==> src/design/tsd_pkg.sv <==
// Constants shared by the tile status, security and debug register bank.
// Assumes a 32-bit status register data path addressed by register number.
package tsd_pkg;

   // ----------------------------------------------------------------
   // Register numbers
   // ----------------------------------------------------------------
   localparam logic [7:0] REG_SECURITY = 8'h05;
   localparam logic [7:0] REG_OSC_CTRL = 8'h06;
   localparam logic [7:0] REG_CORE_CELL_CNT = 8'h07;
   localparam logic [7:0] REG_CORE_WIRE_CNT = 8'h08;
   localparam logic [7:0] REG_PERIPH_CELL_CNT = 8'h09;
   localparam logic [7:0] REG_PERIPH_WIRE_CNT = 8'h0a;
   localparam logic [7:0] REG_RAM_SIZE = 8'h0c;
   localparam logic [7:0] REG_DBG_STATUS = 8'h10;
   localparam logic [7:0] REG_DBG_PC = 8'h11;
   localparam logic [7:0] REG_DBG_SP = 8'h12;
   localparam logic [7:0] REG_DBG_THREAD_SEL = 8'h13;
   localparam logic [7:0] REG_DBG_REG_SEL = 8'h14;
   localparam logic [7:0] REG_DBG_CAUSE = 8'h15;

   // ----------------------------------------------------------------
   // Security configuration fields
   // ----------------------------------------------------------------
   localparam int SEC_WR_LOCK_BIT = 31;
   localparam int SEC_GLOBAL_DBG_BIT = 14;
   localparam int SEC_OTP_LOCK_ALL_BIT = 12;
   localparam int SEC_SECTOR_LO = 8;
   localparam int SEC_OTP_REDUND_BIT = 7;
   localparam int SEC_BOOT_OTP_BIT = 5;
   localparam int SEC_JTAG_CFG_BIT = 4;
   localparam int SEC_JTAG_TAP_BIT = 0;
   localparam logic [31:0] SEC_MASK = 32'h8000_5fb1;
   localparam logic [31:0] SEC_RESET = 32'h0000_0000;

   // ----------------------------------------------------------------
   // Oscillator control fields
   // ----------------------------------------------------------------
   localparam int OSC_CORE_EN_BIT = 1;
   localparam int OSC_PERIPH_EN_BIT = 0;
   localparam logic [1:0] OSC_CTRL_RESET = 2'h0;
   localparam int OSC_CNT_W = 16;

   // ----------------------------------------------------------------
   // Debug capture fields
   // ----------------------------------------------------------------
   localparam int SSR_W = 11;
   localparam logic [10:0] SSR_CAPTURE_MASK = 11'h7df;
   localparam logic [10:0] SSR_WRITE_MASK = 11'h6df;
   localparam int THREAD_SEL_W = 8;
   localparam int REG_SEL_W = 5;
   localparam int CAUSE_CODE_LO = 0;
   localparam int CAUSE_THREAD_LO = 8;
   localparam int CAUSE_INDEX_LO = 16;
   localparam logic [31:0] CAUSE_MASK = 32'h0003_ff07;
   localparam logic [31:0] CAUSE_RESET = 32'h0000_0000;
   localparam logic [2:0] CAUSE_HOST = 3'h1;
   localparam logic [2:0] CAUSE_DEBUG_CALL = 3'h2;
   localparam logic [2:0] CAUSE_INSTR_BREAK = 3'h3;
   localparam logic [2:0] CAUSE_DATA_WATCH = 3'h4;
   localparam logic [2:0] CAUSE_RES_WATCH = 3'h5;
   localparam int TRIG_N = 4;

endpackage

==> src/design/tsd_regs.sv <==
// Tile status register bank: security word, ring oscillator control and
// counters, RAM size and debugger capture registers.
// Assumes the core issues single-cycle status reads and writes on SYS_CLK,
// and that oscillator outputs arrive asynchronously on plain pins.
`timescale 1ns/100ps

module tsd_regs
   import tsd_pkg::*;
#(
   parameter logic [31:0] RAM_BYTES = 32'h0004_0000
) (
   // Clock and reset.
   input wire logic SYS_CLK,
   input wire logic SYS_RST,
   // Status register access from the core.
   input wire logic PS_WR,
   input wire logic PS_RD,
   input wire logic [7:0] PS_NUM,
   input wire logic [31:0] PS_WDATA,
   input wire logic PS_DEBUG_MODE,
   output logic [31:0] PS_RDATA,
   output logic PS_RVALID,
   // Security word from OTP.
   input wire logic OTP_SEC_LOAD,
   input wire logic [31:0] OTP_SEC_WORD,
   // Security controls.
   output logic SEC_GLOBAL_DEBUG_DIS,
   output logic SEC_JTAG_TAP_DIS,
   output logic SEC_OTP_LOCK_ALL,
   output logic [3:0] SEC_OTP_SECTOR_LOCK,
   output logic SEC_OTP_REDUNDANCY,
   output logic SEC_BOOT_FROM_OTP,
   output logic SEC_JTAG_CFG_DIS,
   // Ring oscillators.
   output logic OSC_CORE_EN,
   output logic OSC_PERIPH_EN,
   input wire logic [3:0] OSC_IN,
   // Debugger entry capture.
   input wire logic DBG_ENTRY,
   input wire logic [10:0] DBG_STATUS,
   input wire logic [31:0] DBG_PC,
   input wire logic [31:0] DBG_SP,
   input wire logic [2:0] DBG_CAUSE,
   input wire logic [7:0] DBG_THREAD,
   input wire logic [3:0] DBG_TRIG_HITS,
   // Debug register read operands.
   output logic [7:0] DBG_READ_THREAD,
   output logic [4:0] DBG_READ_REG
);

   // ----------------------------------------------------------------
   // Types and functions
   // ----------------------------------------------------------------
   typedef struct packed {
      logic [31:0] sec;
      logic [1:0] osc_ctrl;
      logic [SSR_W-1:0] saved_status_word;
      logic [31:0] saved_program_counter;
      logic [31:0] saved_stack_pointer;
      logic [THREAD_SEL_W-1:0] thr_sel;
      logic [REG_SEL_W-1:0] reg_sel;
      logic [31:0] cause;
      logic [31:0] rdata;
      logic rvalid;
   } tsd_state_s;

   // Index of the lowest set trigger bit, zero when none is set.
   function automatic logic [1:0] tsd_lowest(input logic [TRIG_N-1:0] hits);
      logic [1:0] idx;
      idx = 2'h0;
      for (int i = TRIG_N - 1; i >= 0; i--) begin
         if (hits[i]) begin
            idx = 2'(i);
         end
      end
      return idx;
   endfunction

   // Widens a counter to a register word, upper bits zero.
   function automatic logic [31:0] tsd_cnt_word(input logic [OSC_CNT_W-1:0] c);
      return {{(32 - OSC_CNT_W){1'b0}}, c};
   endfunction

   // ----------------------------------------------------------------
   // State
   // ----------------------------------------------------------------
   tsd_state_s st_r;
   tsd_state_s st_nxt;
   logic [3:0] osc_meta_r;
   logic [3:0] osc_sync_r;
   logic [3:0] osc_prev_r;
   logic [OSC_CNT_W-1:0] osc_cnt_r [4];
   logic [3:0] osc_en;
   logic wr_ok_dbg;
   logic [31:0] cause_cap;

   // Core oscillators are 0 and 1, peripheral ones are 2 and 3.
   assign osc_en = {{2{st_r.osc_ctrl[OSC_PERIPH_EN_BIT]}}, {2{st_r.osc_ctrl[OSC_CORE_EN_BIT]}}};

   // Debug registers take writes only while the core runs debug code.
   assign wr_ok_dbg = PS_WR & PS_DEBUG_MODE;

   // ----------------------------------------------------------------
   // Ring oscillator counters
   // ----------------------------------------------------------------
   // Two-stage synchroniser.
   // The oscillator pins are asynchronous; only the second stage and the
   // edge history behind it feed the counters. Counting in this domain
   // limits the usable oscillator rate to below half of SYS_CLK.
   // No reset here.
   // Counters keep their count across a system reset on purpose, which
   // is why they sit outside the reset process.
   always_ff @(posedge SYS_CLK) begin
      osc_meta_r <= OSC_IN;
      osc_sync_r <= osc_meta_r;
      osc_prev_r <= osc_sync_r;
      for (int i = 0; i < 4; i++) begin
         if (osc_en[i] && osc_sync_r[i] && !osc_prev_r[i]) begin
            osc_cnt_r[i] <= osc_cnt_r[i] + 16'h0001;
         end
      end
   end

   // ----------------------------------------------------------------
   // Debug cause capture
   // ----------------------------------------------------------------
   // Builds the cause word seen at debugger entry.
   always_comb begin
      cause_cap = 32'h0000_0000;
      cause_cap[CAUSE_CODE_LO +: 3] = DBG_CAUSE;
      if (DBG_CAUSE != CAUSE_HOST) begin
         cause_cap[CAUSE_THREAD_LO +: 8] = DBG_THREAD;
      end
      // Lowest trigger index.
      // Host requests and debug calls have no hardware trigger.
      if (DBG_CAUSE == CAUSE_INSTR_BREAK || DBG_CAUSE == CAUSE_DATA_WATCH ||
          DBG_CAUSE == CAUSE_RES_WATCH) begin
         cause_cap[CAUSE_INDEX_LO +: 2] = tsd_lowest(DBG_TRIG_HITS);
      end
   end

   // ----------------------------------------------------------------
   // Register next state
   // ----------------------------------------------------------------
   // Writes, reads and captures. Capture and OTP load are placed after
   // the software write so that a hardware update in the same cycle wins.
   always_comb begin
      st_nxt = st_r;
      st_nxt.rvalid = 1'b0;
      if (PS_WR) begin
         case (PS_NUM)
            REG_SECURITY: begin
               if (!st_r.sec[SEC_WR_LOCK_BIT]) begin
                  st_nxt.sec = PS_WDATA & SEC_MASK;
               end
            end
            REG_OSC_CTRL: begin
               st_nxt.osc_ctrl = PS_WDATA[1:0];
            end
            REG_DBG_STATUS: begin
               if (wr_ok_dbg) begin
                  st_nxt.saved_status_word = (PS_WDATA[SSR_W-1:0] & SSR_WRITE_MASK) |
                               (st_r.saved_status_word & ~SSR_WRITE_MASK);
               end
            end
            REG_DBG_PC: begin
               if (wr_ok_dbg) begin
                  st_nxt.saved_program_counter = PS_WDATA;
               end
            end
            REG_DBG_SP: begin
               if (wr_ok_dbg) begin
                  st_nxt.saved_stack_pointer = PS_WDATA;
               end
            end
            REG_DBG_THREAD_SEL: begin
               if (wr_ok_dbg) begin
                  st_nxt.thr_sel = PS_WDATA[THREAD_SEL_W-1:0];
               end
            end
            REG_DBG_REG_SEL: begin
               if (wr_ok_dbg) begin
                  st_nxt.reg_sel = PS_WDATA[REG_SEL_W-1:0];
               end
            end
            REG_DBG_CAUSE: begin
               if (wr_ok_dbg) begin
                  st_nxt.cause = PS_WDATA & CAUSE_MASK;
               end
            end
            default: begin
               st_nxt.rvalid = 1'b0;
            end
         endcase
      end
      // Load from OTP.
      // The OTP copy is taken even when the write lock is set.
      if (OTP_SEC_LOAD) begin
         st_nxt.sec = OTP_SEC_WORD & SEC_MASK;
      end
      if (DBG_ENTRY) begin
         st_nxt.saved_status_word = DBG_STATUS & SSR_CAPTURE_MASK;
         st_nxt.saved_program_counter = DBG_PC;
         st_nxt.saved_stack_pointer = DBG_SP;
         st_nxt.cause = cause_cap;
      end
      // Read answer one cycle after the request, unmapped numbers read zero.
      if (PS_RD) begin
         st_nxt.rvalid = 1'b1;
         case (PS_NUM)
            REG_SECURITY: begin
               st_nxt.rdata = st_r.sec;
            end
            REG_OSC_CTRL: begin
               st_nxt.rdata = {30'h0000_0000, st_r.osc_ctrl};
            end
            // Stable only ten cycles after a stop; not enforced here.
            REG_CORE_CELL_CNT: begin
               st_nxt.rdata = tsd_cnt_word(osc_cnt_r[0]);
            end
            REG_CORE_WIRE_CNT: begin
               st_nxt.rdata = tsd_cnt_word(osc_cnt_r[1]);
            end
            REG_PERIPH_CELL_CNT: begin
               st_nxt.rdata = tsd_cnt_word(osc_cnt_r[2]);
            end
            REG_PERIPH_WIRE_CNT: begin
               st_nxt.rdata = tsd_cnt_word(osc_cnt_r[3]);
            end
            REG_RAM_SIZE: begin
               st_nxt.rdata = {RAM_BYTES[31:2], 2'h0};
            end
            REG_DBG_STATUS: begin
               st_nxt.rdata = {21'h00_0000, st_r.saved_status_word};
            end
            REG_DBG_PC: begin
               st_nxt.rdata = st_r.saved_program_counter;
            end
            REG_DBG_SP: begin
               st_nxt.rdata = st_r.saved_stack_pointer;
            end
            REG_DBG_THREAD_SEL: begin
               st_nxt.rdata = {24'h00_0000, st_r.thr_sel};
            end
            REG_DBG_REG_SEL: begin
               st_nxt.rdata = {27'h000_0000, st_r.reg_sel};
            end
            REG_DBG_CAUSE: begin
               st_nxt.rdata = st_r.cause;
            end
            default: begin
               st_nxt.rdata = 32'h0000_0000;
            end
         endcase
      end
   end

   // ----------------------------------------------------------------
   // State register
   // ----------------------------------------------------------------
   // All control state resets to zero; the OTP load follows reset.
   always_ff @(posedge SYS_CLK or posedge SYS_RST) begin
      if (SYS_RST) begin
         st_r <= '0;
      end else begin
         st_r <= st_nxt;
      end
   end

   // ----------------------------------------------------------------
   // Outputs
   // ----------------------------------------------------------------
   // Every output is a register bit or field of the state.
   assign PS_RDATA = st_r.rdata;
   assign PS_RVALID = st_r.rvalid;
   assign SEC_GLOBAL_DEBUG_DIS = st_r.sec[SEC_GLOBAL_DBG_BIT];
   assign SEC_JTAG_TAP_DIS = st_r.sec[SEC_JTAG_TAP_BIT];
   assign SEC_OTP_LOCK_ALL = st_r.sec[SEC_OTP_LOCK_ALL_BIT];
   assign SEC_OTP_SECTOR_LOCK = st_r.sec[SEC_SECTOR_LO +: 4];
   assign SEC_OTP_REDUNDANCY = st_r.sec[SEC_OTP_REDUND_BIT];
   assign SEC_BOOT_FROM_OTP = st_r.sec[SEC_BOOT_OTP_BIT];
   assign SEC_JTAG_CFG_DIS = st_r.sec[SEC_JTAG_CFG_BIT];
   assign OSC_CORE_EN = st_r.osc_ctrl[OSC_CORE_EN_BIT];
   assign OSC_PERIPH_EN = st_r.osc_ctrl[OSC_PERIPH_EN_BIT];
   assign DBG_READ_THREAD = st_r.thr_sel;
   assign DBG_READ_REG = st_r.reg_sel;

endmodule

==> config.mk <==
export PLATFORM = sky130hd
export DESIGN_NAME = tsd_regs
export DESIGN_NICKNAME = d
export VERILOG_FILES = /design/src/design/tsd_pkg.sv /design/src/design/tsd_regs.sv
export SDC_FILE = /design/constraint.sdc
export NUM_CORES = 1
export LEC_CHECK = 0
export BUFFER_PORTS_ARGS = -buffer_cell sky130_fd_sc_hd__buf_2
export CORE_MARGIN = 2
export CORE_UTILIZATION = 50
export DETAILED_ROUTE_END_ITERATION = 10
export HOLD_SLACK_MARGIN = 0.08
export PLACE_DENSITY_LB_ADDON = 0.2
export SYNTH_ARGS = -nofsm -noshare
export SYNTH_HDL_FRONTEND = slang
export SYNTH_SLANG_ARGS = --single-unit
==> constraint.sdc <==
create_clock -name SYS_CLK -period 3.6 [get_ports SYS_CLK]
set_input_delay 0 -clock SYS_CLK [delete_from_list [all_inputs] [get_ports SYS_CLK]]
set_output_delay 0 -clock SYS_CLK [all_outputs]
set_load 0.02 [all_outputs]
======== After elaboration in Yosys (flattened, before gate mapping) ========
Memory sizes are Yosys's and may differ from the RTL's.
Cells that the tools add are included.
cells by class
  $mul .................................... 0
  bitwise gates (word level) .............. 2
  div/mod/pow operators ................... 0
  shift operators ......................... 0
  equal/unequal tests ..................... 18
  add/subtract/negate cells ............... 4
  multiplexer cells ....................... 34
  $lt $le $gt $ge ......................... 0
  reductions and logical operators ........ 31
operator list
  cell                   count
  $pmux 32 s13           1
  $mux 32                9
  $mux 154               1
  $mux 75                1
  $add 16x1->16 const B  4
  $eq 8x5->1 const B     6
  $eq 8x4->1 const B     4
  $eq 8x3->1 const B     3
  $mux 8                 3
  $mux 11                2
  $reduce_and 3->1       7
  $reduce_bool 2->1      8
  $mux 2                 6
  $or 11x9->11           1
  $mux 5                 2
  $mux 1                 9
  $logic_and 1x1->1      8
  $eq 3x3->1 const B     2
  $logic_not 1->1        4
  $reduce_and 2->1       2
  $eq 3x2->1 const B     1
  $ne 3x1->1 const B     1
  $logic_or 1x1->1       2
  $ne 2x2->1 const B     1
  $and 1x1->1            1
word-level totals
  bits in latches ......................... 0
  word-level logic and storage cells ...... 104
  register bits ........................... 199
  memory bits (writable) .................. 64
  memory bits (read-only) ................. 0
  memories kept ........................... 1
memory list
  name       depth  bits a word  read ports  clocked after Yosys merged registers in  write ports  line            source
  osc_cnt_r  4      16           4           0                                        4            tsd_regs.sv:92  logic [OSC_CNT_W-1:0] osc_cnt_r [4];

======== Longest topological paths before layout ========
  word-level depth ........................ 6
  gate-level depth with buffers ........... 8
  depth with buffers taken out ............ 6

======== Worst setup path before layout ========
No wires, ideal clock.
  path type ............................... register to register
  start point ............................. reg st_r, in the netlist OSC_PERIPH_EN
  end point ............................... mem osc_cnt_r[2][0], enable pin
  data arrival time ....................... 1.257 ns
  path slack .............................. 1.955 ns
  stages on the path, launching flop included .. 3
  path buffers ............................ 0
  cells stage by stage .................... dfrtp_1 nand2_1 nor2_1
RTL lines
  item                    line             source
  from (decl)             tsd_regs.sv:87   tsd_state_s st_r;
  from (signal assigned)  tsd_regs.sv:266  st_r <= st_nxt;
  to (decl)               tsd_regs.sv:92

======== Final worst setup path ========
  start point ............................. in PS_NUM[0]
  end point ............................... reg st_r, in the netlist SEC_OTP_SECTOR_LOCK[0]
on the way
  longest elaborated chain between the ends .. 3
RTL lines
  item                         line             source
  from (decl)                  tsd_regs.sv:18   input wire logic [7:0] PS_NUM,
  $eq 8x3->1                   tsd_regs.sv:151  case (PS_NUM)
  $reduce_bool 2->1 (no line)  -
  $reduce_and 3->1 (no line)   -
No other way between the ends.
A chain may end at the register's enable or synchronous reset.

==> results summary <==
The run finished with clean final reports. The commonest cells after synthesis are 160 x nand2_1, 146 x dfrtp_1, 129 x nor2_1. During synthesis, Yosys emitted a total of 0 warnings. The part of the Yosys area used for sequential elements came out at 0.512. The total congestion overflow after global routing came out at 0. The overall die height came out at 155 µm. The average via count per standard cell is 5.88.

Of the post-synthesis cell area, the dominant cell type holds 0.322. The global-route wire length before repair is 60,200 µm. Of all nets on the critical path, the largest fanout is 24. The cell depth of the worst flop-to-flop path is 6. The wire length per cell after detailed routing is 21.0 µm. The clock sink count came out at 222. Between clock sinks in the finished design, the worst skew comes to 0.0164 ns.

The post-place setup slack came out at 1.09 ns. The detailed-route DRC error count is 0. STA classifies the critical path startpoint as an input pin.

The path class of the tightest hold or removal check is input pin to register. The HPWL after detailed placement came out at 23,700 µm. The total iterations of the first detailed-routing run is 5. After clock tree synthesis, the setup repair step added 0 buffers. The width of the chip came out at 155 µm. The total of endpoints with negative setup slack in the final report is 0.

The layout overhead on the synthesized area came out at 36.8%. The fraction of registers with async set/reset came out at 0.658. The headroom to the max-slew limit came out at 0.313. The number of buffer cells added on primary ports came out at 208. Synthesis produced a netlist with a net count of 1,346.

The power per unit of standard cell area came out at 404 mW/mm². The worst-case IR drop observed on VDD is 356 µV. The final antenna-violating net count is 0.

In the final timing run, aggregate negative setup slack is 0 ns. Summing every instance area after synthesis gives 0.0114 mm². The actual slew at the worst max-slew pin came out at 1.00 ns. The overall power consumption is 6280 µW.

The final weighted congestion in routability-driven placement is 0.930. The endpoint arrival time on the critical path came out at 2.87 ns. The number of slew-limit violations in the final report is 0. The worst-case setup margin in the final layout came out at 1.16 ns. The TritonCTS clock tree is built. The die area came out at 0.0239 mm². Buffers inserted during clock tree synthesis total 25.

The final net count came out at 1,727. The initial antenna violation count is 0. Max-cap violations in this run came to 0. The I/O pin count came out at 231. Of the available clock period, the critical path in the final layout requires 0.678. The largest total area in the synthesized netlist belongs to dfrtp_1. Static timing analysis puts the maximum clock frequency at 0.410 GHz. The initial utilization of the core area, before any placement, comes to 0.506. The tree is rooted in a clkbuf_16. After floorplanning, the core was divided into 55 placement rows. The count of state elements after synthesis came out at 222. The critical path is of the input pin to register type.

The clock network latency to the later pin of the worst-skew pair came out at 0.54 ns. The final cell utilization of the core came out at 0.693. The leakage dissipation came out at 0.00668 µW. The count of cells resized by post-cts repair came out at 0. After floorplanning, the core was sized to cover 0.0224 mm².

The number of cells traversed by the worst hold path came out at 2. The total count of hold-check failures in the final report is 0. The worst setup path is captured at a register. The number of global-route vias before repair came out at 10,955.

The layout has 1,587 filler cells. Setup repair after global routing left no endpoint under its margin. Ranked by total cell area, the synthesized netlist is headed by dfrtp_1 32%, edfxtp_1 17%, nand2_1 5.3%. Dividing the synthesized area by the synthesized cell count gives 9.71 µm². In the synthesized netlist the dominant register cell turns out to be dfrtp_1. In the final layout, the share of cells above drive strength 1 is 0.198. The number of flops mapped to enable cells by yosys is 64. The depth of the CTS H-tree came out at 1.

The data required time at the worst endpoint is 4.03 ns. The routed layout has 10,904 vias. The overall fraction of global-route tracks in use came out at 0.324. The post-synthesis cell type count is 70. The clock passes through at most 3 buffers. The gate count of the mapped netlist is 1,169. In the post-synthesis netlist, the cell with the most instances is nand2_1. The pin count of the biggest net entering global routing came out at 147. For this block, the initial DRC count from the detailed router was 1,198.

The clock-pin slew on the worst setup and hold paths came out at 0.06 ns. The count of antenna diodes in the layout came out at 0. The final wirelength is 38,900 µm. The minimum clock period came out at 2.44 ns.
-- state kept, by name, indices dropped and copies added, names as in the netlist, 4 cells and up --
register / cells
DBG_READ_REG: 5
DBG_READ_THREAD: 8
PS_RDATA: 32
SEC_OTP_SECTOR_LOCK: 4
osc_cnt_r: 64
osc_meta_r: 4
osc_prev_r: 4
osc_sync_r: 4
st_r: 88
-- logic make-up (layout without fill, tap and decap cells) --
kind of cell,count (synthesis),in the layout,share of synthesized area
buf+inv,146,546,0.0683
simple gates,402,402,0.163
mux,39,39,0.0389
flops,222,222,0.512
xor+xnor,56,56,0.0432
fa+ha+maj,4,4,0.00441
compound gates,300,300,0.170
-- power breakdown --
group / total (µW) / switching (µW) / internal, µW / leakage (µW)
clock network: 2610 / 1060 / 1550 / 0.000409
registers: 2810 / 93.2 / 2720 / 0.00252
logic: 858 / 425 / 433 / 0.00376
-- area by class of cell --
cell class | instances | area [µm²] | share of cell area
Clock buffer | 39 | 738 | 0.0475
Tap cell | 285 | 357 | 0.0230
Multi-Input combinational cell | 801 | 4770 | 0.307
Inverter | 28 | 109 | 0.00701
Sequential cell | 222 | 5820 | 0.374
Clock inverter | 7 | 92.6 | 0.00596
Timing Repair Buffer | 472 | 3660 | 0.235
-- metrics by stage --
stage / std cells / hold WS (ns) / instance area (µm²)
floorplan: 1169 / 0.0277 / 11400
detailed placement: 1566 / 0.104 / 12300
global route: 1854 / 0.0966 / 15500
global placement: 1566 / 0.104 / 12300
finish: 1854 / 0.111 / 15500
CTS: 1854 / 0.0997 / 15500
-- worst max-delay path: stages --
cell and delay, ns:
buf_2 0.46, or4bb_1 0.55, nor2_4 0.35, a31oi_2 0.40
a222oi_1 0.44, dlygate4sd3_1 0.61, inv_1 0.04
-- cells in the final DEF, fill, tap and decap left out, types with 10 or more instances in the layout --
master,instances
buf_4,21
dlygate4sd3_1,242
nor2_1,129
dfrtp_1,146
nand3_1,33
nand2_1,160
xor2_1,18
a221oi_1,21
buf_2,207
mux2_2,21
a222oi_1,12
a22oi_1,30
edfxtp_1,64
and3_1,17
o21ai_0,80
mux2i_1,16
clkbuf_16,25
nor3_1,10
dfxtp_1,12
inv_1,26
nand4_1,14
o2bb2ai_1,11
xnor2_1,38
a21oi_1,86
-- per-layer routing --
layer	share of wire	GRT usage	wire, µm	up-vias
li1	-	-	-	4896
met1	0.39	0.425	15200	5261
met2	0.47	0.528	18300	639
met3	0.099	0.0670	3860	108
met4	0.039	0.130	1510	0
met5	0	0	0	-
-- timing repair --
action / CTS / global route
endpoints found under the setup margin: 0 / 0
hold buffers: 242 / 0
hold endpoints to repair: 281 / 0
-- path summary, 6_finish.rpt --
check | start | endpoint | slack (ns)
min | OSC_IN[1] | osc_meta_r[1] | 0.11
max reg2reg | DBG_READ_THREAD[3] | PS_RDATA[3] | 1.18
min reg2reg | osc_meta_r[2] | osc_sync_r[2] | 0.33
max | PS_NUM[0] | SEC_OTP_SECTOR_LOCK[0] | 1.16
min in group asynchronous | SYS_RST | PS_RDATA[25] | 0.25
max in group asynchronous | SYS_RST | st_r[110] | 2.77
Power figures use the tool's default switching activity.
